## src/include/rtc_pkg.sv

```systemverilog
// constants, field layout and code tables of the receive timeslot conditioning block
// assumes byte-wide registers on a plain strobe port, one octet per line strobe
package rtc_pkg;

    // ==========================================================
    // geometry
    localparam int          NUM_TS      = 24;
    localparam int          ADDR_W      = 12;
    localparam int          TS_W        = 5;

    // ==========================================================
    // register offsets (byte addresses within the channel)
    localparam logic [11:0] ADDR_DE_SRC    = 12'h10c;
    localparam logic [11:0] ADDR_CTL_BASE  = 12'h360;
    localparam logic [11:0] ADDR_UCODE_BASE = 12'h380;
    localparam logic [11:0] ADDR_STAT_TS   = 12'h3c0;
    localparam logic [11:0] ADDR_STAT_OCT  = 12'h3c1;
    localparam logic [11:0] ADDR_STAT_CNT  = 12'h3c2;

    // ==========================================================
    // control word layout
    localparam int          CTL_LINK_MSB = 7;
    localparam int          CTL_LINK_LSB = 6;
    localparam int          CTL_ZERO_MSB = 5;
    localparam int          CTL_ZERO_LSB = 4;
    localparam int          CTL_COND_MSB = 3;
    localparam int          CTL_COND_LSB = 0;
    localparam int          DE_SRC_MSB   = 1;

    // ==========================================================
    // reset values
    localparam logic [7:0]  CTL_RESET    = 8'h80;
    localparam logic [7:0]  UCODE_RESET  = 8'hff;
    localparam logic [1:0]  DE_SRC_RESET = 2'h0;

    // ==========================================================
    // substitution codes and masks
    localparam logic [7:0]  DDS_CODE     = 8'h98;
    localparam logic [7:0]  STUFF_BIT7   = 8'h02;
    localparam logic [7:0]  STUFF_BIT8   = 8'h01;
    localparam logic [7:0]  MASK_ALL     = 8'hff;
    localparam logic [7:0]  MASK_EVEN    = 8'haa;
    localparam logic [7:0]  MASK_ODD     = 8'h55;
    localparam logic [7:0]  BUSY_CODE    = 8'h7f;
    localparam logic [7:0]  VACANT_CODE  = 8'hff;
    localparam logic [7:0]  OOF_CODE     = 8'h1a;
    localparam logic [2:0]  BUSY_TS_HEAD = 3'h7;

    // ==========================================================
    // field encodings
    typedef enum logic [1:0] {
        RTC_LINK_CTRL1  = 2'b00,
        RTC_LINK_CTRL2  = 2'b01,
        RTC_LINK_DE_SRC = 2'b10,
        RTC_LINK_CTRL3  = 2'b11
    } rtc_link_sel_t;

    typedef enum logic [1:0] {
        RTC_ZCS_NONE = 2'b00,
        RTC_ZCS_BIT7 = 2'b01,
        RTC_ZCS_ALT  = 2'b10,
        RTC_ZCS_DDS  = 2'b11
    } rtc_zcs_t;

    typedef enum logic [3:0] {
        RTC_COND_PASS     = 4'b0000,
        RTC_COND_INVERT   = 4'b0001,
        RTC_COND_EVEN     = 4'b0010,
        RTC_COND_ODD      = 4'b0011,
        RTC_COND_USER     = 4'b0100,
        RTC_COND_BUSY     = 4'b0101,
        RTC_COND_VACANT   = 4'b0110,
        RTC_COND_BUSY_TS  = 4'b0111,
        RTC_COND_OOF      = 4'b1000,
        RTC_COND_PASS_ALT = 4'b1110
    } rtc_cond_t;

endpackage

```

## src/design/rtc_octet_cond.sv

```systemverilog
// one-octet datapath: zero-code suppression followed by conditioning
// assumes the caller registers the result; purely combinational
`timescale 1ns/100ps

module rtc_octet_cond
    import rtc_pkg::*;
(
    input  wire logic [7:0]      octet_i,
    input  wire logic [7:0]      ctl_i,
    input  wire logic [7:0]      user_code_i,
    input  wire logic [TS_W-1:0] ts_i,
    input  wire logic            sig_frame_i,
    output logic      [7:0]      octet_o
);

    rtc_zcs_t   zcs;
    rtc_cond_t  cond;
    logic [7:0] zcs_octet;

    assign zcs  = rtc_zcs_t'(ctl_i[CTL_ZERO_MSB:CTL_ZERO_LSB]);
    assign cond = rtc_cond_t'(ctl_i[CTL_COND_MSB:CTL_COND_LSB]);

    // ==========================================================
    // zero-code suppression, only an all-zero octet is touched
    always_comb begin
        zcs_octet = octet_i;
        if (octet_i == 8'h00) begin
            unique case (zcs)
                RTC_ZCS_NONE: zcs_octet = octet_i;
                RTC_ZCS_BIT7: zcs_octet = STUFF_BIT7;
                // signaling bit lies in an all-zero octet, so it is zero
                RTC_ZCS_ALT:  zcs_octet = sig_frame_i ? STUFF_BIT7 : STUFF_BIT8;
                RTC_ZCS_DDS:  zcs_octet = DDS_CODE;
            endcase
        end
    end

    // ==========================================================
    // conditioning; unlisted codes leave the octet unchanged
    always_comb begin
        unique case (cond)
            RTC_COND_PASS,
            RTC_COND_PASS_ALT: octet_o = zcs_octet;
            RTC_COND_INVERT:   octet_o = zcs_octet ^ MASK_ALL;
            RTC_COND_EVEN:     octet_o = zcs_octet ^ MASK_EVEN;
            RTC_COND_ODD:      octet_o = zcs_octet ^ MASK_ODD;
            RTC_COND_USER:     octet_o = user_code_i;
            RTC_COND_BUSY:     octet_o = BUSY_CODE;
            RTC_COND_VACANT:   octet_o = VACANT_CODE;
            RTC_COND_BUSY_TS:  octet_o = {BUSY_TS_HEAD, ts_i};
            RTC_COND_OOF:      octet_o = OOF_CODE;
            default:           octet_o = zcs_octet;
        endcase
    end

endmodule

```

## src/design/rtc_rx_ts_cond.sv

```systemverilog
// receive per-timeslot control: register file, octet conditioning, D/E routing
// assumes one octet per rx_octet_valid_i strobe, timeslot number beside it,
// and a register master that never asserts both strobes at once
//
// Overview of operation
// - select field 00, 01, 11 routes D/E octet to controller 1, 2, 3.
// - select field 10 takes the D/E source from the D/E source register.
// - zero suppression 00 leaves the octet unsuppressed.
// - zero suppression 01 stuffs bit 7 into an all-zero octet.
// - suppression 10 stuffs bit 8, or bit 7 in signaling frames.
// - suppression 11 replaces the zero octet with 0x98.
// - conditioning 0x0 or 0xE passes the octet unchanged.
// - conditioning 0x1 outputs the octet XOR 0xFF.
// - conditioning 0x2 outputs the octet XOR 0xAA.
// - conditioning 0x3 outputs the octet XOR 0x55.
// - conditioning 0x4 outputs that timeslot's programmable user code.
// - conditioning applies per timeslot before the octet reaches the backplane.
// - one control word per timeslot, 24 consecutive byte registers.
// - conditioning 0x5 outputs busy code 0x7F.
// - conditioning 0x6 outputs vacant code 0xFF.
// - conditioning 0x7 outputs three ones then the timeslot number.
// - conditioning 0x8 outputs out-of-frame code 0x1A.
//
// Strobed register access was chosen for this implementation.
`timescale 1ns/100ps

module rtc_rx_ts_cond
    import rtc_pkg::*;
(
    input  wire logic              sys_clk_i,
    input  wire logic              reset_i,
    // register port
    input  wire logic [ADDR_W-1:0] reg_addr_i,
    input  wire logic [7:0]        reg_wdata_i,
    input  wire logic              reg_wr_i,
    input  wire logic              reg_rd_i,
    output logic      [7:0]        reg_rdata_o,
    // received line octets
    input  wire logic              rx_octet_valid_i,
    input  wire logic [7:0]        rx_octet_i,
    input  wire logic [TS_W-1:0]   rx_ts_i,
    input  wire logic              rx_sig_frame_i,
    input  wire logic              rx_de_slot_i,
    // backplane side
    output logic                   bp_valid_o,
    output logic      [7:0]        bp_octet_o,
    output logic      [TS_W-1:0]   bp_ts_o,
    // link message controllers and D/E source
    output logic      [2:0]        msg_valid_o,
    output logic      [7:0]        msg_octet_o,
    output logic                   de_src_valid_o,
    output logic      [1:0]        de_src_sel_o
);

    // ==========================================================
    // state
    typedef struct packed {
        logic [NUM_TS-1:0][7:0] ctl;
        logic [NUM_TS-1:0][7:0] ucode;
        logic [1:0]             de_src;
        logic [7:0]             rdata;
        logic                   bp_valid;
        logic [7:0]             bp_octet;
        logic [TS_W-1:0]        bp_ts;
        logic [2:0]             msg_valid;
        logic [7:0]             msg_octet;
        logic                   de_valid;
        logic [1:0]             de_sel;
        logic [TS_W-1:0]        last_ts;
        logic [7:0]             last_octet;
        logic [7:0]             octet_cnt;
    } rtc_state_t;

    rtc_state_t          state_reg;
    rtc_state_t          state_next;

    logic [NUM_TS-1:0]   ctl_wr_hit;
    logic [NUM_TS-1:0]   ucode_wr_hit;
    logic [NUM_TS-1:0]   ctl_rd_hit;
    logic [NUM_TS-1:0]   ucode_rd_hit;
    logic                de_wr_hit;
    logic                octet_take;
    logic [7:0]          cur_ctl;
    logic [7:0]          cur_ucode;
    logic [7:0]          cond_octet;
    rtc_link_sel_t       cur_link;
    logic [7:0]          rd_value;

    // ==========================================================
    // address decode, one comparator pair per timeslot
    genvar gi;
    generate
        for (gi = 0; gi < NUM_TS; gi++) begin : g_decode
            localparam logic [ADDR_W-1:0] CTL_ADDR   = ADDR_W'(ADDR_CTL_BASE + gi);
            localparam logic [ADDR_W-1:0] UCODE_ADDR = ADDR_W'(ADDR_UCODE_BASE + gi);
            assign ctl_rd_hit[gi]   = (reg_addr_i == CTL_ADDR);
            assign ucode_rd_hit[gi] = (reg_addr_i == UCODE_ADDR);
            assign ctl_wr_hit[gi]   = reg_wr_i && ctl_rd_hit[gi];
            assign ucode_wr_hit[gi] = reg_wr_i && ucode_rd_hit[gi];
        end
    endgenerate

    assign de_wr_hit = reg_wr_i && (reg_addr_i == ADDR_DE_SRC);

    // ==========================================================
    // octet path
    // out-of-range timeslot numbers are dropped, not indexed
    assign octet_take = rx_octet_valid_i && (rx_ts_i < TS_W'(NUM_TS));

    // control word read from the registered copy, so a write landing in
    // the same cycle as the octet is seen only from the next octet on
    always_comb begin
        cur_ctl   = CTL_RESET;
        cur_ucode = UCODE_RESET;
        if (octet_take) begin
            cur_ctl   = state_reg.ctl[rx_ts_i];
            cur_ucode = state_reg.ucode[rx_ts_i];
        end
    end

    assign cur_link = rtc_link_sel_t'(cur_ctl[CTL_LINK_MSB:CTL_LINK_LSB]);

    rtc_octet_cond u_octet_cond (
        .octet_i     (rx_octet_i),
        .ctl_i       (cur_ctl),
        .user_code_i (cur_ucode),
        .ts_i        (rx_ts_i),
        .sig_frame_i (rx_sig_frame_i),
        .octet_o     (cond_octet)
    );

    // ==========================================================
    // read mux; unmapped addresses read zero
    always_comb begin
        rd_value = 8'h00;
        for (int i = 0; i < NUM_TS; i++) begin
            if (ctl_rd_hit[i]) begin
                rd_value = state_reg.ctl[i];
            end
            if (ucode_rd_hit[i]) begin
                rd_value = state_reg.ucode[i];
            end
        end
        if (reg_addr_i == ADDR_DE_SRC) begin
            rd_value = {6'h00, state_reg.de_src};
        end
        if (reg_addr_i == ADDR_STAT_TS) begin
            rd_value = {3'h0, state_reg.last_ts};
        end
        if (reg_addr_i == ADDR_STAT_OCT) begin
            rd_value = state_reg.last_octet;
        end
        if (reg_addr_i == ADDR_STAT_CNT) begin
            rd_value = state_reg.octet_cnt;
        end
    end

    // ==========================================================
    // next state
    always_comb begin
        state_next = state_reg;

        // read data stands only in the cycle after the strobe
        state_next.rdata = reg_rd_i ? rd_value : 8'h00;

        // register writes
        for (int i = 0; i < NUM_TS; i++) begin
            if (ctl_wr_hit[i]) begin
                state_next.ctl[i] = reg_wdata_i;
            end
            if (ucode_wr_hit[i]) begin
                state_next.ucode[i] = reg_wdata_i;
            end
        end
        if (de_wr_hit) begin
            state_next.de_src = reg_wdata_i[DE_SRC_MSB:0];
        end

        // strobes default low
        state_next.bp_valid  = 1'b0;
        state_next.msg_valid = 3'h0;
        state_next.de_valid  = 1'b0;

        if (octet_take) begin
            // every accepted octet reaches the backplane conditioned
            state_next.bp_valid   = 1'b1;
            state_next.bp_octet   = cond_octet;
            state_next.bp_ts      = rx_ts_i;
            state_next.last_ts    = rx_ts_i;
            state_next.last_octet = cond_octet;
            state_next.octet_cnt  = state_reg.octet_cnt + 8'h01;

            // D/E octets also go raw to the selected message path
            if (rx_de_slot_i) begin
                state_next.msg_octet = rx_octet_i;
                unique case (cur_link)
                    RTC_LINK_CTRL1:  state_next.msg_valid = 3'b001;
                    RTC_LINK_CTRL2:  state_next.msg_valid = 3'b010;
                    RTC_LINK_CTRL3:  state_next.msg_valid = 3'b100;
                    RTC_LINK_DE_SRC: begin
                        state_next.de_valid = 1'b1;
                        state_next.de_sel   = state_reg.de_src;
                    end
                endcase
            end
        end
    end

    // ==========================================================
    // state register
    always_ff @(posedge sys_clk_i) begin
        if (reset_i) begin
            for (int i = 0; i < NUM_TS; i++) begin
                state_reg.ctl[i]   <= CTL_RESET;
                state_reg.ucode[i] <= UCODE_RESET;
            end
            state_reg.de_src     <= DE_SRC_RESET;
            state_reg.rdata      <= 8'h00;
            state_reg.bp_valid   <= 1'b0;
            state_reg.bp_octet   <= 8'h00;
            state_reg.bp_ts      <= '0;
            state_reg.msg_valid  <= 3'h0;
            state_reg.msg_octet  <= 8'h00;
            state_reg.de_valid   <= 1'b0;
            state_reg.de_sel     <= 2'h0;
            state_reg.last_ts    <= '0;
            state_reg.last_octet <= 8'h00;
            state_reg.octet_cnt  <= 8'h00;
        end else begin
            state_reg <= state_next;
        end
    end

    // ==========================================================
    // outputs, all from flip-flops
    assign reg_rdata_o    = state_reg.rdata;
    assign bp_valid_o     = state_reg.bp_valid;
    assign bp_octet_o     = state_reg.bp_octet;
    assign bp_ts_o        = state_reg.bp_ts;
    assign msg_valid_o    = state_reg.msg_valid;
    assign msg_octet_o    = state_reg.msg_octet;
    assign de_src_valid_o = state_reg.de_valid;
    assign de_src_sel_o   = state_reg.de_sel;

endmodule

```

## config.mk

```make
export PLATFORM = sky130hd
export DESIGN_NAME = rtc_rx_ts_cond
export DESIGN_NICKNAME = d
export VERILOG_FILES = /design/src/include/rtc_pkg.sv /design/src/design/rtc_octet_cond.sv /design/src/design/rtc_rx_ts_cond.sv
export SDC_FILE = /design/constraint.sdc
export NUM_CORES = 1
export LEC_CHECK = 0
export ABC_AREA = 1
export BUFFER_PORTS_ARGS = -buffer_cell sky130_fd_sc_hd__buf_2
export CORE_MARGIN = 2
export CORE_UTILIZATION = 63
export CTS_CLUSTER_SIZE = 16
export DETAILED_ROUTE_END_ITERATION = 6
export GPL_ROUTABILITY_DRIVEN = 1
export PLACE_DENSITY = 0.91
export SLEW_MARGIN = 20
export SYNTH_ARGS = -nofsm -noshare
export SYNTH_HDL_FRONTEND = slang
export SYNTH_SLANG_ARGS = --single-unit
```

## constraint.sdc

```tcl
create_clock -name sys_clk_i -period 3.58 [get_ports sys_clk_i]
set_clock_uncertainty 0.05 [all_clocks]
set_input_delay 0.358 -clock sys_clk_i [delete_from_list [all_inputs] [get_ports sys_clk_i]]
set_output_delay 0.358 -clock sys_clk_i [all_outputs]
set_load 0.05 [all_outputs]
```

Word level (Yosys, flattened, before mapping)
Index checks and enable logic that the tools add are counted.
{ "op_classes": {"shift": 0, "div_mod_pow": 0, "reduce_logical": 57, "mul": 0, "n_lt_le_gt_ge": 2, "n_mux": 65, "add_sub_neg": 1, "n_eq_ne": 66, "bitwise_logic": 6} }
{ "op_table": {"columns": ["op", "n"], "rows": [
  ["equality test 12 x 10 -> 1 bit (second input constant)", 51],
  ["two-way mux 8 bit", 56],
  ["binary-select mux 8 bit (select 5 bit)", 2],
  ["case mux 8 bit (8 select lines)", 1],
  ["logical AND 1 bit", 50],
  ["two-way mux 49 bit", 1],
  ["case mux 8 bit (4 select lines)", 1],
  ["equality test 4 x 3 -> 1 bit (second input constant)", 4],
  ["two-way mux 14 bit", 1],
  ["equality test 12 x 9 -> 1 bit (second input constant)", 1],
  ["case mux 3 bit (3 select lines)", 1],
  ["adder 8 x 1 -> 8 bit (second input constant)", 1],
  ["equality test 2 bit (second input constant)", 4],
  ["equality test 4 x 2 -> 1 bit (second input constant)", 2],
  ["zero test 8 bit", 1],
  ["inverter 4 bit", 2],
  ["inverter 8 bit", 1],
  ["< comparator 5 x 6 -> 1 bit (second input constant)", 1],
  ["< comparator 5 bit (second input constant)", 1],
  ["equality test 2 x 1 -> 1 bit (second input constant)", 2],
  ["equality test 4 x 1 -> 1 bit (second input constant)", 1],
  ["equality test 4 bit (second input constant)", 1],
  ["zero test 2 bit", 2],
  ["two-way mux 3 bit", 1],
  ["other kinds (6)", 8]
]} }
{ "totals": {"mem_count": 0, "latchBits": 0, "ram_bits": 0, "inputBits": 40, "reg_bits": 430, "romBits": 0} }

Depth between registers and ports, before layout
{ "logic_depth": {"ltp_word": 53, "ltp_mapped": 41, "ltp_nobuf": 41} }

Cells and area by module
A second synthesis with hierarchy kept.
{ "unflattened": {"hier_cells": 3500, "area_unflattened_um2": 23078.4} }
{ "modules_own_cells": {"columns": ["module", "seq_area_each_um2", "cells_per_inst", "instances", "area_per_inst_um2"], "rows": [
  ["rtc_rx_ts_cond", 8608.3, 3404, 1, 22644.2],
  ["rtc_octet_cond", 0.0, 96, 1, 434.2]
]} }

Worst setup path before layout
Ideal clock, no wire load.
{ "synth_timing": {"path_type": "input -> register", "start": "in reg_addr_i[10]", "end": "reg state_reg, in the netlist reg_rdata_o[4]", "arrival_ns": 2.808, "cell_stages": 40, "setup_slack_ns": 0.613, "required_ns": 3.421, "cell_sequence": "inv_1 > nand2_1 > nor2_8 > nand2_2 > nor2_4 > inv_2 > o21ai_2 > inv_2 > nand2_1 > nand3_1 > nand2_1 > nand4_1 > nand2_1 > nand4_1 > nand2_1 > nand3_1 > nand2_1 > nand2_1 > [... 4 more ...] > nand2_1 > nand2_1 > nand2_1 > nand2_1 > nand2_1 > nand3_1 > nand2_1 > nand3_1 > nand2_1 > nand4_1 > nand2_1 > nand3_1 > nand2_1 > nand4_1 > nand2_1 > nand4_1 > nand2_1 > inv_1"} }
{ "synth_between": {"elab_chain_len": 53, "elab_cells_between_ends": 104} }
{ "synth_rtl": {"columns": ["item", "line", "rtl"], "rows": [
  ["from (decl)", "rtc_rx_ts_cond.sv:33", "input wire logic [ADDR_W-1:0] reg_addr_i,"],
  ["equality test 12 x 10 -> 1 bit", "rtc_rx_ts_cond.sv:96", "assign ctl_rd_hit[gi] = (reg_addr_i == CTL_ADDR);"],
  ["two-way mux 8 bit", "rtc_rx_ts_cond.sv:137", "if (ctl_rd_hit[i]) begin"],
  ["two-way mux 8 bit", "rtc_rx_ts_cond.sv:140", "if (ucode_rd_hit[i]) begin"],
  ["two-way mux 8 bit", "rtc_rx_ts_cond.sv:137", null],
  ["two-way mux 8 bit", "rtc_rx_ts_cond.sv:140", null],
  ["two-way mux 8 bit", "rtc_rx_ts_cond.sv:137", null],
  ["two-way mux 8 bit", "rtc_rx_ts_cond.sv:140", null],
  ["two-way mux 8 bit", "rtc_rx_ts_cond.sv:137", null],
  ["[... 37 more ...]", null, null],
  ["two-way mux 8 bit", "rtc_rx_ts_cond.sv:137", null],
  ["two-way mux 8 bit", "rtc_rx_ts_cond.sv:140", null],
  ["two-way mux 8 bit", "rtc_rx_ts_cond.sv:137", null],
  ["two-way mux 8 bit", "rtc_rx_ts_cond.sv:140", null],
  ["two-way mux 8 bit", "rtc_rx_ts_cond.sv:144", "if (reg_addr_i == ADDR_DE_SRC) begin"],
  ["two-way mux 8 bit", "rtc_rx_ts_cond.sv:147", "if (reg_addr_i == ADDR_STAT_TS) begin"],
  ["two-way mux 8 bit", "rtc_rx_ts_cond.sv:150", "if (reg_addr_i == ADDR_STAT_OCT) begin"],
  ["two-way mux 8 bit (*)", "rtc_rx_ts_cond.sv:153", "if (reg_addr_i == ADDR_STAT_CNT) begin"],
  ["to (signal assigned)", "rtc_rx_ts_cond.sv:230", "state_reg <= state_next;"],
  ["to (decl)", "rtc_rx_ts_cond.sv:74", "rtc_state_t state_reg;"]
]} }
Mark *: on every way between the ends. The rest lies on a longest branch, timed or not.
A chain may end at the register's enable or synchronous reset.

Worst setup path after layout
{ "layout_timing": {"start": "reg state_reg[253] (netlist bit)", "end": "reg state_reg, in the netlist reg_rdata_o[2]"} }
{ "layout_between": {"elab_chain_len": 52} }
{ "layout_rtl": {"columns": ["item", "line"], "rows": [
  ["two-way mux 8 bit", "rtc_rx_ts_cond.sv:137"],
  ["two-way mux 8 bit", "rtc_rx_ts_cond.sv:140"],
  ["two-way mux 8 bit", "rtc_rx_ts_cond.sv:137"],
  ["two-way mux 8 bit", "rtc_rx_ts_cond.sv:140"],
  ["two-way mux 8 bit", "rtc_rx_ts_cond.sv:137"],
  ["two-way mux 8 bit", "rtc_rx_ts_cond.sv:140"],
  ["two-way mux 8 bit", "rtc_rx_ts_cond.sv:137"],
  ["two-way mux 8 bit", "rtc_rx_ts_cond.sv:140"],
  ["[... 36 more ...]", null],
  ["two-way mux 8 bit", "rtc_rx_ts_cond.sv:137"],
  ["two-way mux 8 bit", "rtc_rx_ts_cond.sv:140"],
  ["two-way mux 8 bit", "rtc_rx_ts_cond.sv:137"],
  ["two-way mux 8 bit", "rtc_rx_ts_cond.sv:140"],
  ["two-way mux 8 bit", "rtc_rx_ts_cond.sv:144"],
  ["two-way mux 8 bit", "rtc_rx_ts_cond.sv:147"],
  ["two-way mux 8 bit", "rtc_rx_ts_cond.sv:150"],
  ["two-way mux 8 bit", "rtc_rx_ts_cond.sv:153"]
]} }
Every way passes these cells.

==> impl_summary.txt <==
----------------------------------------------------
[Logic synthesis]
  Cell type with the largest total area after synthesis ... dfxtp_1
  Post-synthesis share of cell area spent on full adders, half adders and majority gates ... 0.0550%
  Main combinational cell family by area after synthesis ... compound AO/OA/AOI/OAI gates
  Xor/xnor share of the synthesized area ... 0.0385%
  Post-synthesis compound-gate area fraction ... 26.9%
  Most instantiated flip-flop cell in the synthesis netlist ... dfxtp_1
  Flops & latches, synth ... 430
  Post-Syn Nets ... 3466
  Synth top area cells ... dfxtp_1 38%, nand2_1 12%, o21ai_0 8.9%
  Netlist area before placement ... 22700 um^2
  Synthesized area divided by synthesized cell count ... 6.64 um^2
  Multiplexer share of the synthesized area ... 0%
  Portion of the post-synthesis area used by sequential elements ... 37.8%
  Portion of synthesized cell area occupied by the leading cell type ... 37.8%
  Number of synthesized flops with an enable pin ... 0
  Distinct cell type count of the synthesized netlist ... 50
  Fraction of registers with async set or reset after synthesis ... 0%
  Synthesized-area fraction occupied by and/or/nand/nor cells ... 24.0%
  Post-synthesis cell count ... 3425
  Synth warn ... 0

[Critical path]
  Largest stage delay on the critical path ... 0.35 ns
  Worst-path cell with the longest stage delay ... dfxtp_2
  Arrival time of data at the critical path endpoint ... 4.07 ns
  Slack of the worst reg-to-reg path ... -0.06 ns
  Data required time at the worst endpoint ... 4.01 ns
  Type of the worst setup path ... reg2reg
  Setup crit start kind ... flop
  Dominant cell type by count on the critical path ... nand2_1
  Max FO, Critical Path ... 3
  Nature of the critical path endpoint ... flop

[Global route]
  Maximum number of pins on one net before global-route repair ... 92
  Antenna violations before repair ... 4
  Met1 GRT Util ... 62.0%
  GR Overflow Total ... 0
  Number of global-route vias before repair ... 24100
  First-pass GRT wire length ... 140000 um
  Layer carrying the most global-route usage ... met2
  Met2 usage in global routing ... 70.2%
  Met3 capacity usage during global routing ... 12.9%
  Global router's overall resource usage ... 47.6%

[Cells and area]
  Post-synthesis to final-layout area growth ... 14.4%
  Core occupancy in the finished layout ... 73.1%
  Ratio of cells with drive above 1 in the final layout ... 13.5%
  Count of nets after finishing ... 3540
  Count of fill cells added during filler insertion ... 2971
  Max reg flops ... 407

[Detailed routing]
  Count of routing violations after the opening detailed-route iteration ... 3766
  Final wirelength ... 92400 um
  Post-route DRC violation count ... 0
  Number of detailed-route iterations in the first pass ... 7
  Post-route ant nets ... 0
  Post-DR wirelength/cell ... 23.1 um
  Total via count in the routed design ... 26200
  Via-per-instance ratio ... 6.54

[Clock network]
  Buffers from clock root to sink, at most ... 3
  Clk_lat worst skew ... 0.61 ns
  Clock tree from TritonCTS ... built
  Total number of H-tree levels ... 2
  Clk slew on worst S/H paths ... 0.06 ns
  Total number of clock tree sinks ... 430
  Total CTS buffers ... 45
  Root Buffer Master ... clkbuf_16

[Floorplan]
  Total die area ... 37600 um^2
  Standard-cell row count ... 69
  Die Ht ... 194 um
  Starting Density ... 63.9%
  Count of boundary I/O pins ... 76
  DIE WIDTH ... 194 um
  Core Footprint ... 35600 um^2

[Timing]
  Number of hold-slack violations in the final timing report ... 0
  Worst slew pin tran ... 0.947 ns
  Relative slew slack ... 36.5%
  Tmin final ... 3.64 ns
  Final cycle utilization of the critical path ... 102%
  Total of endpoints with negative setup slack in the final report ... 5
  Max Clk Rate ... 275 MHz
  Setup repair after global routing missed its margin ... yes
  Final setup margin ... -0.0604 ns
  Number of pins with negative max-slew slack in the final report ... 0

[Power]
  Internal Power ... 7.80 mW
  Leakage power of the design ... 11.9 nW
  Comb power frac ... 10.3%
  Cell area power density ... 411 nW/um^2
  Net switching power of the design ... 2.89 mW
  Worst ir drop on vdd ... 0.000565 V
  Share of power burned in registers ... 45.1%
  Clock network fraction of design power ... 44.5%
  Tot Pwr ... 10.7 mW
  Sw Ratio ... 27.0%

[Placed design]
  Detailed placement HPWL ... 64300 um
  Setup slack at placement ... -0.672 ns
  Final GP Congestion ... 1.06
  Quantity of I/O buffers inserted on ports ... 75

[Status]
  Result of the run ... finished, violations left
  Violations in the final reports ... setup timing

[Job]
  Max-cap violation count ... 0

[Worst hold path]
  Type of the most critical hold path ... in2reg

----------------------------------------------------
## final cells by class
class	instances	area (um^2)	area share [%]
tap	461	577	2.22
clock buffer	64	1290	4.95
timing repair buffer	286	2110	8.12
multi-input combinational	2359	11800	45.4
inverter	377	1430	5.48
sequential	430	8620	33.1
clock inverter	16	171	0.659
antenna	4	10.0	0.0385
## path summary, 6_finish.rpt
kind / startpoint / endpoint / cells past startpoint
worst min-delay path: rx_octet_i[5] / msg_octet_o[5] / 3
worst max register to register: state_reg[253] / reg_rdata_o[2] / 32
worst max-delay path: state_reg[253] / reg_rdata_o[2] / 32
worst min register to register: msg_octet_o[4] / msg_octet_o[4] / 2
## synthesized netlist by cell type (7+ instances only)
cell type	instances
nand2_1	729
buf_1	12
nand2_2	9
a21oi_1	353
nand3_1	149
buf_2	7
nand4_1	69
inv_1	345
dfxtp_1	430
o211ai_1	250
nor2_1	246
nor3_1	57
clkbuf_1	205
o21ai_0	405
o221ai_1	12
buf_4	34
inv_2	19
clkinv_1	13
nor2_4	7
## cells in the final DEF (no fill, tap or decap), types with 3 or more instances in the layout
cell type and instances:
dfxtp_1 424, nand2_4 7, buf_4 199, clkbuf_1 10
nor4_1 4, nor2_4 11, or2_2 5, nor3_1 55
a21oi_1 352, inv_6 3, o211ai_1 250, buf_2 73
o221ai_1 12, inv_2 25, o22ai_1 4, clkinv_2 8
a211oi_1 5, bufinv_16 3, a221oi_1 6, diode_2 4
o21ai_0 404, inv_1 339, dfxtp_2 4, a31o_2 3
nand2_1 715, nor2_2 24, nand2_2 19, o21ai_1 4
clkinv_1 11, nand3_2 11, clkbuf_8 9, nand4_1 69
buf_12 11, a31oi_1 5, nand3_1 139, nor2_1 225
clkbuf_16 45
## critical path, delay by kind of cell (launching register included)
family / cells / cell delay [ns]
and+or+nand+nor: 31 / 3.07
buffers and inverters: 1 / 0.05
DFF: 1 / 0.35
## cell families (layout without fill, tap and decap cells)
group,count (synthesis),count (layout)
adder cells (fa/ha/maj),1,1
AO/OA/AOI/OAI,1063,1063
XOR/XNOR,1,1
buffers and inverters,638,743
other,0,4
flip-flops,430,430
AND/OR/NAND/NOR,1292,1294
## power groups by stage
stage / clock network, mW / logic, mW / registers [mW]
after global routing: 4.94 / 1.14 / 4.82
after detailed placement: 0 / 1.02 / 4.93
after CTS: 4.73 / 1.03 / 4.82
after floorplan: 0 / 0.603 / 4.93
final: 4.76 / 1.10 / 4.82
after global placement: 0 / 1.01 / 4.93
## what timing repair did
action                                  in CTS  in global routing
gates cloned                                 0                  2
hold endpoints to repair                     1                  0
pin swaps                                    0                 35
resized for setup                            3                 71
buffers inserted                             0                 10
endpoints found under the setup margin       2                  8
hold buffers                                 1                  0
## per-layer routing
layer	up-vias	wire, um	part of all wire, %
li1	11700	-	-
met3	496	13100	14
met2	2107	38600	42
met5	-	13	0.014
met4	2	6900	7.5
met1	11900	33800	37
## per-stage QoR
stage	cells	setup TNS (ns)	cell area, um^2	hold slack (ns)
final	3997	-0.146	26000	0.0164
after global routing	3995	-1.46	26000	0.0213
after CTS	3981	0	25700	0.00647
after detailed placement	3900	-3.85	24200	0.406
after global placement	3900	-3.41	24200	0.401
after floorplan	3425	0	22700	0.383
Power figures use the tool's default switching activity.
